## src/aicl_pkg.sv

```systemverilog
/*
  aicl_pkg: shared constants and carrier types of the input configuration latch.
  Assumes a single 125 MHz clock domain; all pins arrive asynchronously.
*/
package aicl_pkg;
  localparam int unsigned SYNC_STAGES   = 2;
  localparam int unsigned CHAN_COUNT    = 6;
  localparam int unsigned PAIR_COUNT    = 3;
  localparam int unsigned RES_BITS      = 12;
  localparam int unsigned LSB_DIVISOR   = 4096;
  localparam logic [2:0]  ADDR_MAX_SGL  = 3'h5;
  localparam logic [1:0]  PAIR_MAX      = 2'h2;
  localparam logic        RST_SGL       = 1'h0;
  localparam logic [2:0]  RST_ADDR      = 3'h0;
  localparam logic        RST_RANGE     = 1'h0;
  localparam int unsigned ADDR_PAIR_POS = 1;
  localparam int unsigned ADDR_PSD_POS  = 0;

  typedef enum logic [1:0] {
    AICL_CODE_BINARY,
    AICL_CODE_TWOS
  } aicl_coding_t;

  typedef enum logic [1:0] {
    AICL_IN_SINGLE,
    AICL_IN_FULLDIFF,
    AICL_IN_PSEUDODIFF
  } aicl_intype_t;

  // pin levels captured together at one chip select falling edge
  typedef struct packed {
    logic       sgl;
    logic [2:0] addr;
    logic       range;
  } aicl_pins_t;

  // configuration applied to one conversion
  typedef struct packed {
    aicl_intype_t inType;
    logic [5:0]   posSel;
    logic [5:0]   negSel;
    logic         negGnd;
    logic         rangeDouble;
    aicl_coding_t coding;
    logic         addrLegal;
  } aicl_cfg_t;
endpackage

```

## src/aicl_sync.sv

```systemverilog
/*
  aicl_sync: parameterised multi-stage synchroniser for asynchronous pins.
  Assumes the destination clock is clk; the first stage is read only by the second.
*/
`timescale 1ns/1ps
module aicl_sync #(
  parameter int unsigned WIDTH  = 1,
  parameter int unsigned STAGES = aicl_pkg::SYNC_STAGES
) (
  // clock and reset
  input  wire logic             clk,
  input  wire logic             sys_rst,
  // data
  input  wire logic [WIDTH-1:0] asyncIn,
  input  wire logic [WIDTH-1:0] rstVal,
  output logic      [WIDTH-1:0] syncOut
);
  logic [WIDTH-1:0] stage_ff [STAGES];

  initial
  begin
    if (STAGES < 2) $error("aicl_sync needs at least two stages");
  end

  always_ff @(posedge clk or posedge sys_rst)
  begin
    if (sys_rst)
    begin
      for (int i = 0; i < STAGES; i++) stage_ff[i] <= '0;
    end
    else
    begin
      stage_ff[0] <= asyncIn;
      for (int i = 1; i < STAGES; i++) stage_ff[i] <= stage_ff[i-1];
    end
  end

  assign syncOut = stage_ff[STAGES-1] ^ (rstVal & '0);
endmodule

```

## src/aicl_adc_input_config_latch.sv

```systemverilog
/*
  aicl_adc_input_config_latch: samples input type, channel address and range
  pins at each chip select falling edge and applies them to the next conversion.
  Assumes the host drives the pins asynchronously to clk and holds them stable
  around the chip select falling edge for several clk periods.
*/
`timescale 1ns/1ps
module aicl_adc_input_config_latch #(
  parameter int unsigned RESOLUTION = aicl_pkg::RES_BITS
) (
  // clock and reset
  input  wire logic               clk,
  input  wire logic               sys_rst,
  // host pins, asynchronous
  input  wire logic               chipSelect_n,
  input  wire logic               input_type_select,
  input  wire logic               chan_addr_bit0,
  input  wire logic               chan_addr_bit1,
  input  wire logic               chan_addr_bit2,
  input  wire logic               rangeSelect,
  // conversion in progress
  output logic                    convStart,
  output logic                    convActive,
  output aicl_pkg::aicl_cfg_t     activeCfg,
  // configuration latched for the next conversion
  output aicl_pkg::aicl_pins_t    pendingPins,
  // code step: LSB = vref / lsbDivisor
  output logic [RESOLUTION:0]     lsbDivisor
);
  initial
  begin
    if ((1 << RESOLUTION) != aicl_pkg::LSB_DIVISOR)
      $error("resolution must match the 4096 step divisor");
  end

  logic                 csSync;
  aicl_pkg::aicl_pins_t pinsSync;
  aicl_pkg::aicl_pins_t pinsRaw;
  aicl_pkg::aicl_pins_t pinsRst;
  logic                 csPrev_ff;
  aicl_pkg::aicl_pins_t pend_ff;
  aicl_pkg::aicl_cfg_t  act_ff;
  logic                 start_ff;
  logic                 active_ff;
  logic [RESOLUTION:0]  lsb_ff;
  aicl_pkg::aicl_cfg_t  nxt_cfg;
  logic                 csFall;
  logic                 csRise;

  assign pinsRaw = '{sgl: input_type_select,
                     addr: {chan_addr_bit2, chan_addr_bit1, chan_addr_bit0},
                     range: rangeSelect};
  assign pinsRst = '{sgl: aicl_pkg::RST_SGL, addr: aicl_pkg::RST_ADDR,
                     range: aicl_pkg::RST_RANGE};

  // select is synchronised active high so that the reset level of the stages is the idle
  // level; a high select at reset release can then never look like a falling edge
  aicl_sync #(.WIDTH(1)) u_cs_sync (
    .clk     (clk),
    .sys_rst (sys_rst),
    .asyncIn (~chipSelect_n),
    .rstVal  (1'h0),
    .syncOut (csSync)
  );

  aicl_sync #(.WIDTH($bits(aicl_pkg::aicl_pins_t))) u_pin_sync (
    .clk     (clk),
    .sys_rst (sys_rst),
    .asyncIn (pinsRaw),
    .rstVal  (pinsRst),
    .syncOut (pinsSync)
  );

  // csSync is high while selected: its rise is the chip select falling edge
  assign csFall = ~csPrev_ff & csSync;
  assign csRise = csPrev_ff & ~csSync;

  // decode of the configuration latched at the previous edge
  logic       pendSgl;
  logic [1:0] pendPair;
  logic       pendPseudo;
  logic       pendSeLegal;
  logic       pendDiffLegal;
  logic [5:0] seOneHot;
  logic [5:0] pairPos;
  logic [5:0] pairNeg;

  assign pendSgl       = pend_ff.sgl;
  assign pendPair      = pend_ff.addr[2:aicl_pkg::ADDR_PAIR_POS];
  assign pendPseudo    = pend_ff.addr[aicl_pkg::ADDR_PSD_POS];
  assign pendSeLegal   = pend_ff.addr <= aicl_pkg::ADDR_MAX_SGL;
  assign pendDiffLegal = pendPair <= aicl_pkg::PAIR_MAX;
  assign seOneHot      = pendSeLegal ? (6'h01 << pend_ff.addr) : 6'h00;
  assign pairPos       = pendDiffLegal ? (6'h01 << {pendPair, 1'b0}) : 6'h00;
  assign pairNeg       = pendDiffLegal ? (6'h02 << {pendPair, 1'b0}) : 6'h00;

  always_comb
  begin
    nxt_cfg = '0;
    nxt_cfg.rangeDouble = pend_ff.range;
    if (pendSgl)
    begin
      nxt_cfg.inType    = aicl_pkg::AICL_IN_SINGLE;
      nxt_cfg.posSel    = seOneHot;
      nxt_cfg.negSel    = 6'h00;
      nxt_cfg.negGnd    = 1'b1;
      nxt_cfg.addrLegal = pendSeLegal;
    end
    else
    begin
      nxt_cfg.inType    = pendPseudo ? aicl_pkg::AICL_IN_PSEUDODIFF
                                     : aicl_pkg::AICL_IN_FULLDIFF;
      nxt_cfg.posSel    = pairPos;
      nxt_cfg.negSel    = pairNeg;
      nxt_cfg.negGnd    = 1'b0;
      nxt_cfg.addrLegal = pendDiffLegal;
    end
    // twos complement unless single span with SE or pseudo inputs
    if (!pend_ff.range && nxt_cfg.inType != aicl_pkg::AICL_IN_FULLDIFF)
      nxt_cfg.coding = aicl_pkg::AICL_CODE_BINARY;
    else
      nxt_cfg.coding = aicl_pkg::AICL_CODE_TWOS;
  end

  // previous synchronised select level, for edge detection; resets to the idle level
  always_ff @(posedge clk or posedge sys_rst)
  begin
    if (sys_rst)
    begin
      csPrev_ff <= 1'b0;
    end
    else
    begin
      csPrev_ff <= csSync;
    end
  end

  // one-cycle start pulse per detected falling edge
  always_ff @(posedge clk or posedge sys_rst)
  begin
    if (sys_rst)
    begin
      start_ff <= 1'b0;
    end
    else
    begin
      start_ff <= csFall;
    end
  end

  // step divisor reads zero from reset until the first clk edge after release
  always_ff @(posedge clk or posedge sys_rst)
  begin
    if (sys_rst)
    begin
      lsb_ff <= '0;
    end
    else
    begin
      lsb_ff <= (RESOLUTION+1)'(aicl_pkg::LSB_DIVISOR);
    end
  end

  // this conversion uses what the previous edge latched
  always_ff @(posedge clk or posedge sys_rst)
  begin
    if (sys_rst)
    begin
      act_ff <= '0;
    end
    else if (csFall)
    begin
      act_ff <= nxt_cfg;
    end
  end

  // pins taken at this edge wait for the next conversion
  always_ff @(posedge clk or posedge sys_rst)
  begin
    if (sys_rst)
    begin
      pend_ff <= '0;
    end
    else if (csFall)
    begin
      pend_ff <= pinsSync;
    end
  end

  // conversion window from select fall to select rise
  always_ff @(posedge clk or posedge sys_rst)
  begin
    if (sys_rst)
    begin
      active_ff <= 1'b0;
    end
    else if (csFall)
    begin
      active_ff <= 1'b1;
    end
    else if (csRise)
    begin
      active_ff <= 1'b0;
    end
  end

  assign convStart   = start_ff;
  assign convActive  = active_ff;
  assign activeCfg   = act_ff;
  assign pendingPins = pend_ff;
  assign lsbDivisor  = lsb_ff;
endmodule

```

## config.mk

```make
export PLATFORM = sky130hd
export DESIGN_NAME = aicl_adc_input_config_latch
export DESIGN_NICKNAME = d
export VERILOG_FILES = /design/src/aicl_pkg.sv /design/src/aicl_sync.sv /design/src/aicl_adc_input_config_latch.sv
export SDC_FILE = /design/constraint.sdc
export NUM_CORES = 1
export LEC_CHECK = 0
export BUFFER_PORTS_ARGS = -buffer_cell sky130_fd_sc_hd__buf_2
export CAP_MARGIN = 20
export CORE_MARGIN = 1.5
export CORE_UTILIZATION = 52
export DETAILED_ROUTE_END_ITERATION = 6
export HOLD_SLACK_MARGIN = 0.12
export PLACE_DENSITY = 0.82
export SKIP_LAST_GASP = 1
export SYNTH_ARGS = -nofsm -noshare
export SYNTH_HDL_FRONTEND = slang
export SYNTH_SLANG_ARGS = --single-unit
```

## constraint.sdc

```tcl
create_clock -name clk -period 1.8 [get_ports clk]
set_input_delay 0.18 -clock clk [delete_from_list [all_inputs] [get_ports clk]]
set_output_delay 0.18 -clock clk [all_outputs]
set_load 0.03 [all_outputs]
```

# == Yosys cells after proc, flatten, opt, wreduce, memory -nomap -nowiden ==
# Index checks and enable logic that the tools add are counted.
# classes
magnitude_cmp,2
n_eq_ne,1
shifts,3
muxes,9
n_bitwise,5
reduce_logical,3
# op_table
operator,count
$mux 6,3
$mux 15,1
$shl 1x3->6 const A,2
$shl 2x3->6 const A,1
$mux 1,4
$le 3x3->1 const B,1
$not 1->1,3
$and 1x1->1,2
$le 2x2->1 const B,1
$mux 2,1
$ne 2x1->1 const B,1
$reduce_bool 2->1,1
$logic_and 1x1->1,1
$logic_not 1->1,1
# word_totals
ff_bits,40
inputBits,8
out_inout_bits,39
elab_cells,41

# == Depth between registers and ports, before layout ==
# Gate-level depths: netlist (run 1).
# logic_depth
ltp_word,6
ltp_mapped,6
depth_no_buf,4

# == By module ==
# Synthesis (run 1) repeated with hierarchy kept, for this count alone.
# hier_totals
cells_unflattened,115
area_unflattened_um2,1456.4
# by_module_without_submodules
module,instances,cells_per_inst,area_each_um2,seq_area_each_um2
aicl_adc_input_config_latch,1,96,1111.1,600.6
aicl_sync at u_pin_sync,1,16,291.5,250.2
aicl_sync at u_cs_sync,1,3,53.8,50.0

# == Least setup slack after synthesis (run 1) ==
# OpenSTA, ideal clock, no wires.
# synth_path
path_kind,flip-flop to flip-flop
startpoint,reg csPrev_ff
endpoint,reg pend_ff (netlist bit pendingPins[1])
setup_time_ps,127
t_arrival_ps,1117
required_time_ps,1673
path_slack_ps,556
stages_incl_launch_ff,5
n_path_buf,1
synth_period_minus_slack_ps,1244
cell_sequence,dfrtp_1 > inv_1 > ha_1 > buf_4 > mux2_1
# synth_via
elab_chain_len,2
# synth_rtl
element,line,rtl
from (decl),aicl_adc_input_config_latch.sv:40,logic csPrev_ff;
from (signal assigned),aicl_adc_input_config_latch.sv:134,csPrev_ff <= csSync;
$not 1->1,aicl_adc_input_config_latch.sv:75,assign csFall = ~csPrev_ff & csSync;
$and 1x1->1,aicl_adc_input_config_latch.sv:75,
named net csFall,aicl_adc_input_config_latch.sv:47,logic csFall;
to (signal assigned),aicl_adc_input_config_latch.sv:186,pend_ff <= pinsSync;
to (decl),aicl_adc_input_config_latch.sv:41,aicl_pkg::aicl_pins_t pend_ff;
# The timed path passes the listed nets, and every way through them passes these cells.
# A chain may end at the register's enable or synchronous reset.

# == Final worst setup path (run 1) ==
# layout_path
startpoint,reg csPrev_ff
endpoint,reg act_ff (netlist bit activeCfg[10])
# layout_via
elab_chain_len,2
# layout_rtl
element,line,rtl
$not 1->1,aicl_adc_input_config_latch.sv:75,
$and 1x1->1,aicl_adc_input_config_latch.sv:75,
named net csFall,aicl_adc_input_config_latch.sv:47,
to (signal assigned),aicl_adc_input_config_latch.sv:173,act_ff <= nxt_cfg;
to (decl),aicl_adc_input_config_latch.sv:42,aicl_pkg::aicl_cfg_t act_ff;
# The timed path passes the listed nets, and every way through them passes these cells.

==> results_tabular.tex, run 1 <==
\begin{tabular}{lr}
\hline
Metric & Value \\
\hline
\multicolumn{2}{l}{\textbf{Yosys}} \\
\quad Dominant register cell in the synthesized netlist & sky130\_fd\_sc\_hd\_\_dfrtp\_1 \\
\quad Fraction of synthesis flops using an asynchronous set or reset pin & 1.00 \\
\quad Largest area contributor in the netlist & sky130\_fd\_sc\_hd\_\_dfrtp\_1 \\
\quad Gate count of the mapped netlist & 108 \\
\quad Area share of the largest cell type after synthesis & 0.641 \\
\quad Share of synthesized area occupied by flip-flops and latches & 0.641 \\
\quad Synthesized flop and latch total & 36 \\
\quad Post-Synthesis Cell Area & 1410 µm² \\
\quad Yosys warns & 0 \\
\quad Dominant cells by area after synthesis & sky130\_fd\_sc\_hd\_\_dfrtp\_1 64\%, sky130\_fd\_sc\_hd\_\_buf\_4 10\%, sky130\_fd\_sc\_hd\_\_mux2\_1 4.8\% \\
\quad Most frequently used cell type in the post-synthesis netlist & sky130\_fd\_sc\_hd\_\_dfrtp\_1 \\
\quad Number of enable flip-flop cells after synthesis & 0 \\
\quad Synthesized area divided by synthesized cell count & 13.0 µm² \\
\quad Most frequent cells after synthesis & 36 x sky130\_fd\_sc\_hd\_\_dfrtp\_1, 19 x sky130\_fd\_sc\_hd\_\_buf\_4, 9 x sky130\_fd\_sc\_hd\_\_inv\_1 \\
\quad Synth cell types & 20 \\
\multicolumn{2}{l}{\textbf{Setup path}} \\
\quad Peak per-stage delay on the critical path & 380 ps \\
\quad Req. time, crit path & 2030 ps \\
\quad Critical path capture point type & flip-flop \\
\quad Path type of the worst setup path & flip-flop to flip-flop \\
\quad Ordered cell list for the critical path & inv\_1 -> ha\_1 -> buf\_4 -> nand2b\_1 -> o32ai\_1 \\
\quad CP Launch Type & flip-flop \\
\quad Critical-path cell with the highest stage delay & sky130\_fd\_sc\_hd\_\_dfrtp\_1 \\
\quad Signal arrival time at the worst endpoint & 1540 ps \\
\quad Biggest fanout along the worst timing path & 25 \\
\multicolumn{2}{l}{\textbf{Clocking}} \\
\quad Number of sinks driven by the clock tree & 36 \\
\quad CTS HTree Levels & 2 \\
\quad Post-CTS Setup Repair Bufs & 0 \\
\quad Count of instances resized after the clock tree is built & 0 \\
\quad Max Buffers Root-to-Sink & 2 \\
\quad Clk Latency, worst-skew pair & 320 ps \\
\quad Clock buffer count from CTS & 5 \\
\quad TritonCTS clock tree & built \\
\quad Worst-path clk slew & 110 ps \\
\quad Hold Buf Count CTS & 7 \\
\quad Clock Root Buffer & sky130\_fd\_sc\_hd\_\_clkbuf\_4 \\
\multicolumn{2}{l}{\textbf{Global routing}} \\
\quad Number of antenna violations at the first check in global routing & 0 \\
\quad Largest net degree at the start of global routing & 37 \\
\quad Global-route wire length before repair & 3240 µm \\
\quad Vias in the first global route & 756 \\
\quad Total GRT Usage & 0.158 \\
\quad Leftover overflow at the end of global routing & 0 \\
\multicolumn{2}{l}{\textbf{Route}} \\
\quad Number of nets with antenna violations after detailed routing & 0 \\
\quad Via density & 4.69 \\
\quad Average wire per standard cell & 11.2 µm \\
\quad Via count & 839 \\
\quad Number of iterations in the first detailed-routing pass & 4 \\
\quad Drt initial violations & 2 \\
\quad Total wire length after detailed routing & 2010 µm \\
\quad DRC errors left & 0 \\
\multicolumn{2}{l}{\textbf{Layout}} \\
\quad Share of post-route cells with drive strength above 1 & 0.282 \\
\quad Number of antenna cells inserted & 0 \\
\quad Fin util & 0.655 \\
\quad Number of fill cells in the layout & 197 \\
\quad Post-route standard cell area excluding fillers & 1650 µm² \\
\quad Combined flip-flop and latch cell area & 901 µm² \\
\quad Area occupied by multi-input gates & 358 µm² \\
\quad Area added between synthesis and finish & 17.5\% \\
\quad Final layout net count & 157 \\
\multicolumn{2}{l}{\textbf{STA}} \\
\quad Fin. max-slew vios & 0 \\
\quad Worst setup skew after layout & 5.79 ps \\
\quad F\_max & 762 MHz \\
\quad Shortest clock period the worst path allows after layout & 1310 ps \\
\quad Setup violations, final & 0 \\
\quad Worst Hold Margin & 357 ps \\
\quad Worst setup margin & 488 ps \\
\quad Post-route fraction of the period consumed by the critical path & 0.729 \\
\quad Post-Route Setup TNS & 0 ps \\
\quad RSZ-0062 raised after global routing & false \\
\quad Final hold viol count & 0 \\
\multicolumn{2}{l}{\textbf{Power and ir drop}} \\
\quad Proportion of power drawn by the clock network & 0.283 \\
\quad Sequential power share & 0.496 \\
\quad Combinational group share of total power & 0.221 \\
\quad Internal power & 0.00132 W \\
\quad Leakage power total & 0.870 nW \\
\quad Power density over cell area & 1160 nW/µm² \\
\quad Switching share of power & 0.316 \\
\quad Total net switching power & 0.000608 W \\
\quad Worst vdd rail ir drop & 0.000896 V \\
\multicolumn{2}{l}{\textbf{Floorplanning}} \\
\quad Height of the die & 55.0 µm \\
\quad Floorplan die width & 55.0 µm \\
\quad Starting utilization of the core area & 0.558 \\
\quad Number of placement rows & 18 \\
\quad Core ar. & 2520 µm² \\
\quad Number of ports placed on the die boundary & 47 \\
\quad Full die area & 3030 µm² \\
\multicolumn{2}{l}{\textbf{Placed design}} \\
\quad RD Place Congestion & 0.768 \\
\quad Number of I/O port buffers & 30 \\
\quad Worst slack, placed & 471 ps \\
\quad Detailed placement HPWL & 1460 µm \\
\quad Area post-placement & 1500 µm² \\
\multicolumn{2}{l}{\textbf{Hold path}} \\
\quad Path class of the lowest-slack min-delay path & flip-flop to flip-flop \\
\multicolumn{2}{l}{\textbf{Run status}} \\
\quad Outcome & finished clean \\
\multicolumn{2}{l}{\textbf{Flow run}} \\
\quad Number of maximum-capacitance violations & 0 \\
\hline
\end{tabular}
final timing paths:
check,from,endpoint,slack [ps],cells after the start
min in group asynchronous,sys_rst,u_pin_sync.syncOut[4],480,4
max in group asynchronous,sys_rst,u_pin_sync.syncOut[0],1020,4
setup / recovery,csPrev_ff,activeCfg[10],490,5
setup reg to reg,csPrev_ff,activeCfg[10],490,5
hold / removal,u_pin_sync.stage_ff[9],u_pin_sync.syncOut[4],360,0
hold reg to reg,u_pin_sync.stage_ff[9],u_pin_sync.syncOut[4],360,0
power groups by stage:
stage	Sequential (W)	Combinational, W	Clock, W
floorplan	0.00110	0.000216	0
global placement	0.000967	0.000407	0
detailed placement	0.000972	0.000418	0
CTS	0.000955	0.000431	0.000560
global route	0.000967	0.000460	0.000599
finish	0.000953	0.000425	0.000544
state kept, by name, indices dropped and copies added, names as in the netlist:
signal               cells
activeCfg               15
convActive               1
convStart                1
csPrev_ff                1
lsbDivisor               1
pendSgl                  1
pendingPins              4
u_cs_sync.stage_ff       1
u_cs_sync.syncOut        1
u_pin_sync.stage_ff      5
u_pin_sync.syncOut       5
layer usage:
metal | wire length (µm) | GRT usage
met1 | 823 | 0.180
met4 | 13 | 0.0732
met2 | 1050 | 0.272
met3 | 123 | 0.0457
met5 | 0 | 0
placed cells by master, fill, tap and decap left out:
cell type,n
sky130_fd_sc_hd__ha_1,1
sky130_fd_sc_hd__dfrtp_1,36
sky130_fd_sc_hd__o22a_1,1
sky130_fd_sc_hd__a31o_1,3
sky130_fd_sc_hd__mux2_1,6
sky130_fd_sc_hd__nand2b_1,2
sky130_fd_sc_hd__o22ai_1,1
sky130_fd_sc_hd__clkinvlp_4,1
sky130_fd_sc_hd__clkinv_2,1
sky130_fd_sc_hd__mux2_2,1
sky130_fd_sc_hd__a41o_1,3
sky130_fd_sc_hd__nor2b_1,8
sky130_fd_sc_hd__buf_4,3
sky130_fd_sc_hd__conb_1,17
sky130_fd_sc_hd__buf_2,30
sky130_fd_sc_hd__nor2_1,3
sky130_fd_sc_hd__a31oi_1,1
sky130_fd_sc_hd__o21ai_1,2
sky130_fd_sc_hd__o32ai_1,3
sky130_fd_sc_hd__bufinv_16,1
sky130_fd_sc_hd__clkbuf_4,5
sky130_fd_sc_hd__inv_1,9
sky130_fd_sc_hd__dlygate4sd3_1,7
sky130_fd_sc_hd__nand2_1,4
critical path: cells and delay by family, from the launching register on:
kind                     cells  cell delay [ps]
adder cells (fa/ha/maj)      1              160
buffers and inverters        2              310
AO/OA/AOI/OAI                1              250
AND/OR/NAND/NOR              1              130
flip-flops                   1              380
through the flow:
stage               total power, W  std cells
CTS                        0.00195        179
global route               0.00203        179
floorplan                  0.00131        123
global placement           0.00137        164
detailed placement         0.00139        164
finish                     0.00192        179
cells by family after synthesis:
logic type / share of synthesized area
flops: 0.641
compound gates: 0.0810
simple gates: 0.0632
other cells: 0.00534
mux: 0.0560
fa+ha+maj: 0.00890
buf+inv: 0.145
layout make-up:
| class | instances | area share |
|---|---|---|
| sequential | 36 | 0.545 |
| multi-input combinational | 56 | 0.217 |
| timing repair buffer | 40 | 0.147 |
| clock inverter | 3 | 0.0257 |
| clock buffer | 5 | 0.0227 |
| tap | 30 | 0.0227 |
| inverter | 9 | 0.0204 |
Note: power is estimated with default switching activity, not from simulation.
==> inputs of run 2 (changes only) <==
--- a/config.mk
+++ b/config.mk
@@ -8,10 +8,10 @@
 export BUFFER_PORTS_ARGS = -buffer_cell sky130_fd_sc_hd__buf_2
 export CAP_MARGIN = 20
 export CORE_MARGIN = 1.5
-export CORE_UTILIZATION = 52
+export CORE_UTILIZATION = 49
 export DETAILED_ROUTE_END_ITERATION = 6
 export HOLD_SLACK_MARGIN = 0.12
-export PLACE_DENSITY = 0.82
+export PLACE_DENSITY = 0.78
 export SKIP_LAST_GASP = 1
 export SYNTH_ARGS = -nofsm -noshare
 export SYNTH_HDL_FRONTEND = slang
==> constraint.sdc (replaced) <==
create_clock -name clk -period 1.3 [get_ports clk]
set_input_delay 0.13 -clock clk [delete_from_list [all_inputs] [get_ports clk]]
set_output_delay 0.13 -clock clk [all_outputs]
set_load 0.03 [all_outputs]
==> results_tabular.tex, run 2 (synthesis gave the netlist of run 1 again) <==
\begin{tabular}{lr}
\hline
Metric & Value \\
\hline
\multicolumn{2}{l}{\textbf{Setup path}} \\
\quad Path type of the worst setup path & flip-flop to flip-flop \\
\quad Critical path capture point type & flip-flop \\
\quad Signal arrival time at the worst endpoint & 1500 ps \\
\quad FF-to-FF path depth & 5 \\
\quad RR Startpoint & csPrev\_ff \\
\quad Worst flop-to-flop path endpoint & activeCfg[8] \\
\quad Req. time, crit path & 1550 ps \\
\quad Slack of the worst reg-to-reg path & 60 ps \\
\quad CP Launch Type & flip-flop \\
\quad Biggest fanout along the worst timing path & 25 \\
\multicolumn{2}{l}{\textbf{Power and ir drop}} \\
\quad Switching share of power & 0.333 \\
\quad Total net switching power & 0.000847 W \\
\quad Leakage power total & 0.866 nW \\
\quad Combinational group share of total power & 0.235 \\
\quad Internal power & 0.00169 W \\
\quad Proportion of power drawn by the clock network & 0.243 \\
\quad Power density over cell area & 1540 nW/µm² \\
\quad Worst vdd rail ir drop & 0.00104 V \\
\quad Sequential power share & 0.523 \\
\multicolumn{2}{l}{\textbf{Flow run}} \\
\quad Number of maximum-capacitance violations & 0 \\
\multicolumn{2}{l}{\textbf{Global routing}} \\
\quad Leftover overflow at the end of global routing & 0 \\
\quad Global-route wire length before repair & 3750 µm \\
\quad Number of antenna violations at the first check in global routing & 0 \\
\quad Vias in the first global route & 845 \\
\quad Total GRT Usage & 0.159 \\
\quad Largest net degree at the start of global routing & 37 \\
\multicolumn{2}{l}{\textbf{Floorplanning}} \\
\quad Full die area & 3200 µm² \\
\quad Number of ports placed on the die boundary & 47 \\
\quad Number of placement rows & 19 \\
\quad Core ar. & 2730 µm² \\
\quad Starting utilization of the core area & 0.514 \\
\quad Height of the die & 56.6 µm \\
\quad Floorplan die width & 56.6 µm \\
\multicolumn{2}{l}{\textbf{Route}} \\
\quad Number of nets with antenna violations after detailed routing & 0 \\
\quad Number of iterations in the first detailed-routing pass & 4 \\
\quad Total wire length after detailed routing & 2220 µm \\
\quad Drt initial violations & 5 \\
\quad Via count & 841 \\
\quad DRC errors left & 0 \\
\quad Average wire per standard cell & 12.3 µm \\
\quad Via density & 4.67 \\
\multicolumn{2}{l}{\textbf{STA}} \\
\quad Final hold viol count & 0 \\
\quad F\_max & 804 MHz \\
\quad Setup violations, final & 0 \\
\quad Post-Route Setup TNS & 0 ps \\
\quad Fin. max-slew vios & 0 \\
\quad Worst setup skew after layout & 14.1 ps \\
\quad RSZ-0062 raised after global routing & false \\
\quad Shortest clock period the worst path allows after layout & 1240 ps \\
\quad Post-route fraction of the period consumed by the critical path & 0.957 \\
\multicolumn{2}{l}{\textbf{Hold path}} \\
\quad Count of cells along the worst hold path & 0 \\
\quad Origin of the worst min-delay path & u\_pin\_sync.stage\_ff[8] \\
\quad Hold-critical path endpoint & u\_pin\_sync.syncOut[3] \\
\quad Path class of the lowest-slack min-delay path & flip-flop to flip-flop \\
\multicolumn{2}{l}{\textbf{Placed design}} \\
\quad Number of I/O port buffers & 30 \\
\quad RD Place Congestion & 0.724 \\
\quad Area post-placement & 1520 µm² \\
\quad Detailed placement HPWL & 1500 µm \\
\quad Cell Count Post-Placement & 165 \\
\multicolumn{2}{l}{\textbf{Layout}} \\
\quad Most used cells in the layout excluding fill and tap cells & 35 x sky130\_fd\_sc\_hd\_\_dfrtp\_1, 30 x sky130\_fd\_sc\_hd\_\_buf\_2, 17 x sky130\_fd\_sc\_hd\_\_conb\_1 \\
\quad Final layout net count & 157 \\
\quad Post-route standard cell area excluding fillers & 1650 µm² \\
\quad Fin util & 0.605 \\
\quad Most common library cell in the layout ignoring fill and taps & sky130\_fd\_sc\_hd\_\_dfrtp\_1 \\
\quad Area added between synthesis and finish & 17.6\% \\
\quad Share of post-route cells with drive strength above 1 & 0.282 \\
\quad Max reg flops & 15 \\
\quad Number of antenna cells inserted & 0 \\
\quad Layout Cells excl Fill & 180 \\
\multicolumn{2}{l}{\textbf{Clocking}} \\
\quad Post-CTS Setup Repair Bufs & 0 \\
\quad TritonCTS clock tree & built \\
\quad Clk Latency, worst-skew pair & 340 ps \\
\quad Worst-path clk slew & 110 ps \\
\quad Max Buffers Root-to-Sink & 2 \\
\quad Clock buffer count from CTS & 5 \\
\quad CTS HTree Levels & 2 \\
\quad Clock Root Buffer & sky130\_fd\_sc\_hd\_\_clkbuf\_4 \\
\quad Number of sinks driven by the clock tree & 36 \\
\multicolumn{2}{l}{\textbf{Run status}} \\
\quad Outcome & finished clean \\
\hline
\end{tabular}
==> run 2: through the flow <==
step | hold slack [ps] | total power (W) | setup WS (ps)
floorplan | 161 | 0.00182 | 56.0
global placement | 234 | 0.00191 | 90.7
detailed placement | 240 | 0.00193 | 46.4
CTS | 360 | 0.00257 | 22.6
global route | 364 | 0.00268 | 3.57
finish | 357 | 0.00254 | 55.5
==> run 2: power by group through the flow <==
stage | combinational [W] | sequential, W | clock (W)
5_1_grt | 0.000637 | 0.00135 | 0.000698
3_5_place_dp | 0.000582 | 0.00135 | 0
4_1_cts | 0.000600 | 0.00133 | 0.000637
2_1_floorplan | 0.000300 | 0.00152 | 0
6_report | 0.000597 | 0.00133 | 0.000616
3_3_place_gp | 0.000568 | 0.00134 | 0
==> run 2: critical path, stage by stage (launching register included) <==
cell and delay, ps:
sky130_fd_sc_hd__dfrtp_1 380, sky130_fd_sc_hd__inv_1 50, sky130_fd_sc_hd__ha_1 200, sky130_fd_sc_hd__buf_12 170, sky130_fd_sc_hd__nand2b_1 110, sky130_fd_sc_hd__o32ai_1 250
==> run 2: timing repair <==
action,CTS,global route
gates resized for setup,0,2
hold buffers,7,0
setup endpoints to repair,0,2
endpoints found under the hold margin,42,0
==> run 2: layout make-up <==
cell class | instances | area, µm²
well taps | 31 | 38.8
clock buffers | 8 | 58.8
multi-input cells | 56 | 365
flip-flops and latches | 36 | 902
fillers | 227 | 1080
inverters | 9 | 33.8
repair buffers | 40 | 255
==> run 2: layer usage <==
layer,vias to the layer above,global-route usage,part of all wire
met2,31,0.241,0.50
li1,400,-,-
met5,-,0,0
met3,5,0.0876,0.086
met1,405,0.185,0.40
met4,0,0.0680,0.015
==> run 2: worst max path at each step <==
stage | startpoint | to | slack [ps] | cells after the start
floorplan | csPrev_ff | pendingPins[1] | 60 | 4
global placement | csPrev_ff | activeCfg[17] | 90 | 4
detailed placement | csPrev_ff | activeCfg[10] | 50 | 5
CTS | csPrev_ff | activeCfg[10] | 20 | 5
global route | csPrev_ff | activeCfg[8] | 4 | 5
finish | csPrev_ff | activeCfg[8] | 60 | 5
==> inputs of run 3 (changes only) <==
--- a/config.mk
+++ b/config.mk
@@ -9,6 +9,8 @@
 export CAP_MARGIN = 20
 export CORE_MARGIN = 1.5
 export CORE_UTILIZATION = 49
+export CTS_BUF_LIST = sky130_fd_sc_hd__clkbuf_16
+export CTS_CLUSTER_DIAMETER = 80
 export DETAILED_ROUTE_END_ITERATION = 6
 export HOLD_SLACK_MARGIN = 0.12
 export PLACE_DENSITY = 0.78
==> results_tabular.tex, run 3 (synthesis gave the netlist of run 1 again) <==
\begin{tabular}{lr}
\hline
Metric & Value \\
\hline
\multicolumn{2}{l}{\textbf{Power and ir drop}} \\
\quad Power density over cell area & 1740 nW/µm² \\
\quad Internal power & 0.00212 W \\
\quad Power after layout & 0.00302 W \\
\quad Combinational group share of total power & 0.198 \\
\quad Total net switching power & 0.000898 W \\
\quad Sequential power share & 0.442 \\
\quad Proportion of power drawn by the clock network & 0.360 \\
\quad Switching share of power & 0.298 \\
\quad Leakage power total & 0.908 nW \\
\quad Worst vdd rail ir drop & 0.00137 V \\
\multicolumn{2}{l}{\textbf{Layout}} \\
\quad Max reg flops & 15 \\
\quad Share of post-route cells with drive strength above 1 & 0.268 \\
\quad Final layout net count & 157 \\
\quad Post-route standard cell area excluding fillers & 1730 µm² \\
\quad Number of antenna cells inserted & 0 \\
\quad Number of fill cells in the layout & 214 \\
\quad Fin util & 0.633 \\
\quad Most used cells in the layout excluding fill and tap cells & 36 x sky130\_fd\_sc\_hd\_\_dfrtp\_1, 30 x sky130\_fd\_sc\_hd\_\_buf\_2, 17 x sky130\_fd\_sc\_hd\_\_conb\_1 \\
\quad Area added between synthesis and finish & 23.0\% \\
\quad Most common library cell in the layout ignoring fill and taps & sky130\_fd\_sc\_hd\_\_dfrtp\_1 \\
\multicolumn{2}{l}{\textbf{Global routing}} \\
\quad Total GRT Usage & 0.160 \\
\quad Number of antenna violations at the first check in global routing & 0 \\
\quad Largest net degree at the start of global routing & 37 \\
\quad Global-route wire length before repair & 3720 µm \\
\quad Vias in the first global route & 839 \\
\quad Leftover overflow at the end of global routing & 0 \\
\multicolumn{2}{l}{\textbf{Clocking}} \\
\quad Clock Root Buffer & sky130\_fd\_sc\_hd\_\_clkbuf\_16 \\
\quad Number of sinks driven by the clock tree & 36 \\
\quad Max Buffers Root-to-Sink & 2 \\
\quad Post-CTS Setup Repair Bufs & 0 \\
\quad TritonCTS clock tree & built \\
\quad Worst-path clk slew & 50 ps \\
\quad CTS HTree Levels & 2 \\
\quad Clock buffer count from CTS & 5 \\
\quad Clk Latency, worst-skew pair & 280 ps \\
\multicolumn{2}{l}{\textbf{Run status}} \\
\quad Outcome & finished clean \\
\multicolumn{2}{l}{\textbf{Route}} \\
\quad Number of nets with antenna violations after detailed routing & 0 \\
\quad Average wire per standard cell & 12.2 µm \\
\quad Total wire length after detailed routing & 2200 µm \\
\quad Drt initial violations & 4 \\
\quad Number of iterations in the first detailed-routing pass & 4 \\
\quad DRC errors left & 0 \\
\quad Via count & 842 \\
\quad Via density & 4.68 \\
\multicolumn{2}{l}{\textbf{STA}} \\
\quad Setup violations, final & 0 \\
\quad Shortest clock period the worst path allows after layout & 1250 ps \\
\quad Worst setup skew after layout & 5.89 ps \\
\quad F\_max & 798 MHz \\
\quad Post-Route Setup TNS & 0 ps \\
\quad Fin. max-slew vios & 0 \\
\quad Post-route fraction of the period consumed by the critical path & 0.964 \\
\quad RSZ-0062 raised after global routing & false \\
\quad Worst setup margin & 47.4 ps \\
\quad Final hold viol count & 0 \\
\multicolumn{2}{l}{\textbf{Floorplanning}} \\
\quad Height of the die & 56.6 µm \\
\quad Floorplan die width & 56.6 µm \\
\quad Starting utilization of the core area & 0.514 \\
\quad Number of ports placed on the die boundary & 47 \\
\quad Number of placement rows & 19 \\
\quad Full die area & 3200 µm² \\
\quad Core ar. & 2730 µm² \\
\multicolumn{2}{l}{\textbf{Setup path}} \\
\quad Req. time, crit path & 1450 ps \\
\quad CP Launch Type & flip-flop \\
\quad Path type of the worst setup path & flip-flop to flip-flop \\
\quad Biggest fanout along the worst timing path & 9 \\
\quad FF-to-FF path depth & 4 \\
\quad Signal arrival time at the worst endpoint & 1410 ps \\
\quad Critical path capture point type & flip-flop \\
\multicolumn{2}{l}{\textbf{Hold path}} \\
\quad Count of cells along the worst hold path & 0 \\
\quad Path class of the lowest-slack min-delay path & flip-flop to flip-flop \\
\multicolumn{2}{l}{\textbf{Placed design}} \\
\quad Worst slack, placed & 46.4 ps \\
\quad Number of I/O port buffers & 30 \\
\quad RD Place Congestion & 0.724 \\
\quad Area post-placement & 1520 µm² \\
\quad Detailed placement HPWL & 1500 µm \\
\multicolumn{2}{l}{\textbf{Flow run}} \\
\quad Number of maximum-capacitance violations & 0 \\
\hline
\end{tabular}
==> run 3: changes by cell type in the layout (fill, tap and decap cells not counted), moves of 2 or more <==
| cell | before | now |
|---|---|---|
| sky130_fd_sc_hd__clkbuf_16 | 0 | 5 |
| sky130_fd_sc_hd__inv_1 | 9 | 11 |
| sky130_fd_sc_hd__clkbuf_4 | 5 | 0 |
| sky130_fd_sc_hd__clkbuf_1 | 2 | 0 |
==> run 3: what timing repair did <==
action | CTS | global route
hold buffers | 7 | 0
setup endpoints to repair | 0 | 1
hold endpoints to repair | 42 | 0
gates resized for setup | 0 | 1
==> run 3: power by group through the flow <==
stage	Clock [W]	Sequential [W]	Combinational, W
4_1_cts	0.00112	0.00133	0.000601
5_1_grt	0.00118	0.00135	0.000637
3_5_place_dp	0	0.00135	0.000582
3_3_place_gp	0	0.00134	0.000568
6_report	0.00109	0.00133	0.000597
2_1_floorplan	0	0.00152	0.000300
==> run 3: routing by layer <==
metal / up-vias / share of wire / GRT usage
met4: 0 / 0.023 / 0.0816
met3: 6 / 0.092 / 0.0853
met2: 33 / 0.49 / 0.243
li1: 399 / - / -
met5: - / 0 / 0
met1: 404 / 0.40 / 0.183
==> run 3: final cells by class <==
class / count / area [µm²] / share of cell area
Timing Repair Buffer: 40 / 255 / 0.148
Sequential cell: 36 / 901 / 0.521
Clock inverter: 3 / 11.3 / 0.00651
Clock buffer: 5 / 125 / 0.0723
Tap cell: 31 / 38.8 / 0.0224
Inverter: 9 / 33.8 / 0.0195
Multi-Input combinational cell: 56 / 365 / 0.211
==> run 3: through the flow <==
step | hold WS (ps) | instances
3_3_place_gp | 234 | 165
5_1_grt | 351 | 180
6_report | 346 | 180
2_1_floorplan | 161 | 123
4_1_cts | 348 | 180
3_5_place_dp | 240 | 165
==> run 3: worst paths after layout <==
kind,startpoint,to,slack (ps)
min,u_pin_sync.stage_ff[6],u_pin_sync.syncOut[1],350
max reg2reg,csPrev_ff,activeCfg[17],50
max,csPrev_ff,activeCfg[17],50
min in group asynchronous,sys_rst,activeCfg[8],500
max in group asynchronous,sys_rst,u_pin_sync.syncOut[0],500
min reg2reg,u_pin_sync.stage_ff[6],u_pin_sync.syncOut[1],350
==> run 3: critical path, cell delays in order, from the launching register on <==
cell and delay (ps):
sky130_fd_sc_hd__dfrtp_1 360, sky130_fd_sc_hd__inv_1 50, sky130_fd_sc_hd__ha_1 200, sky130_fd_sc_hd__buf_4 180, sky130_fd_sc_hd__mux2_1 330
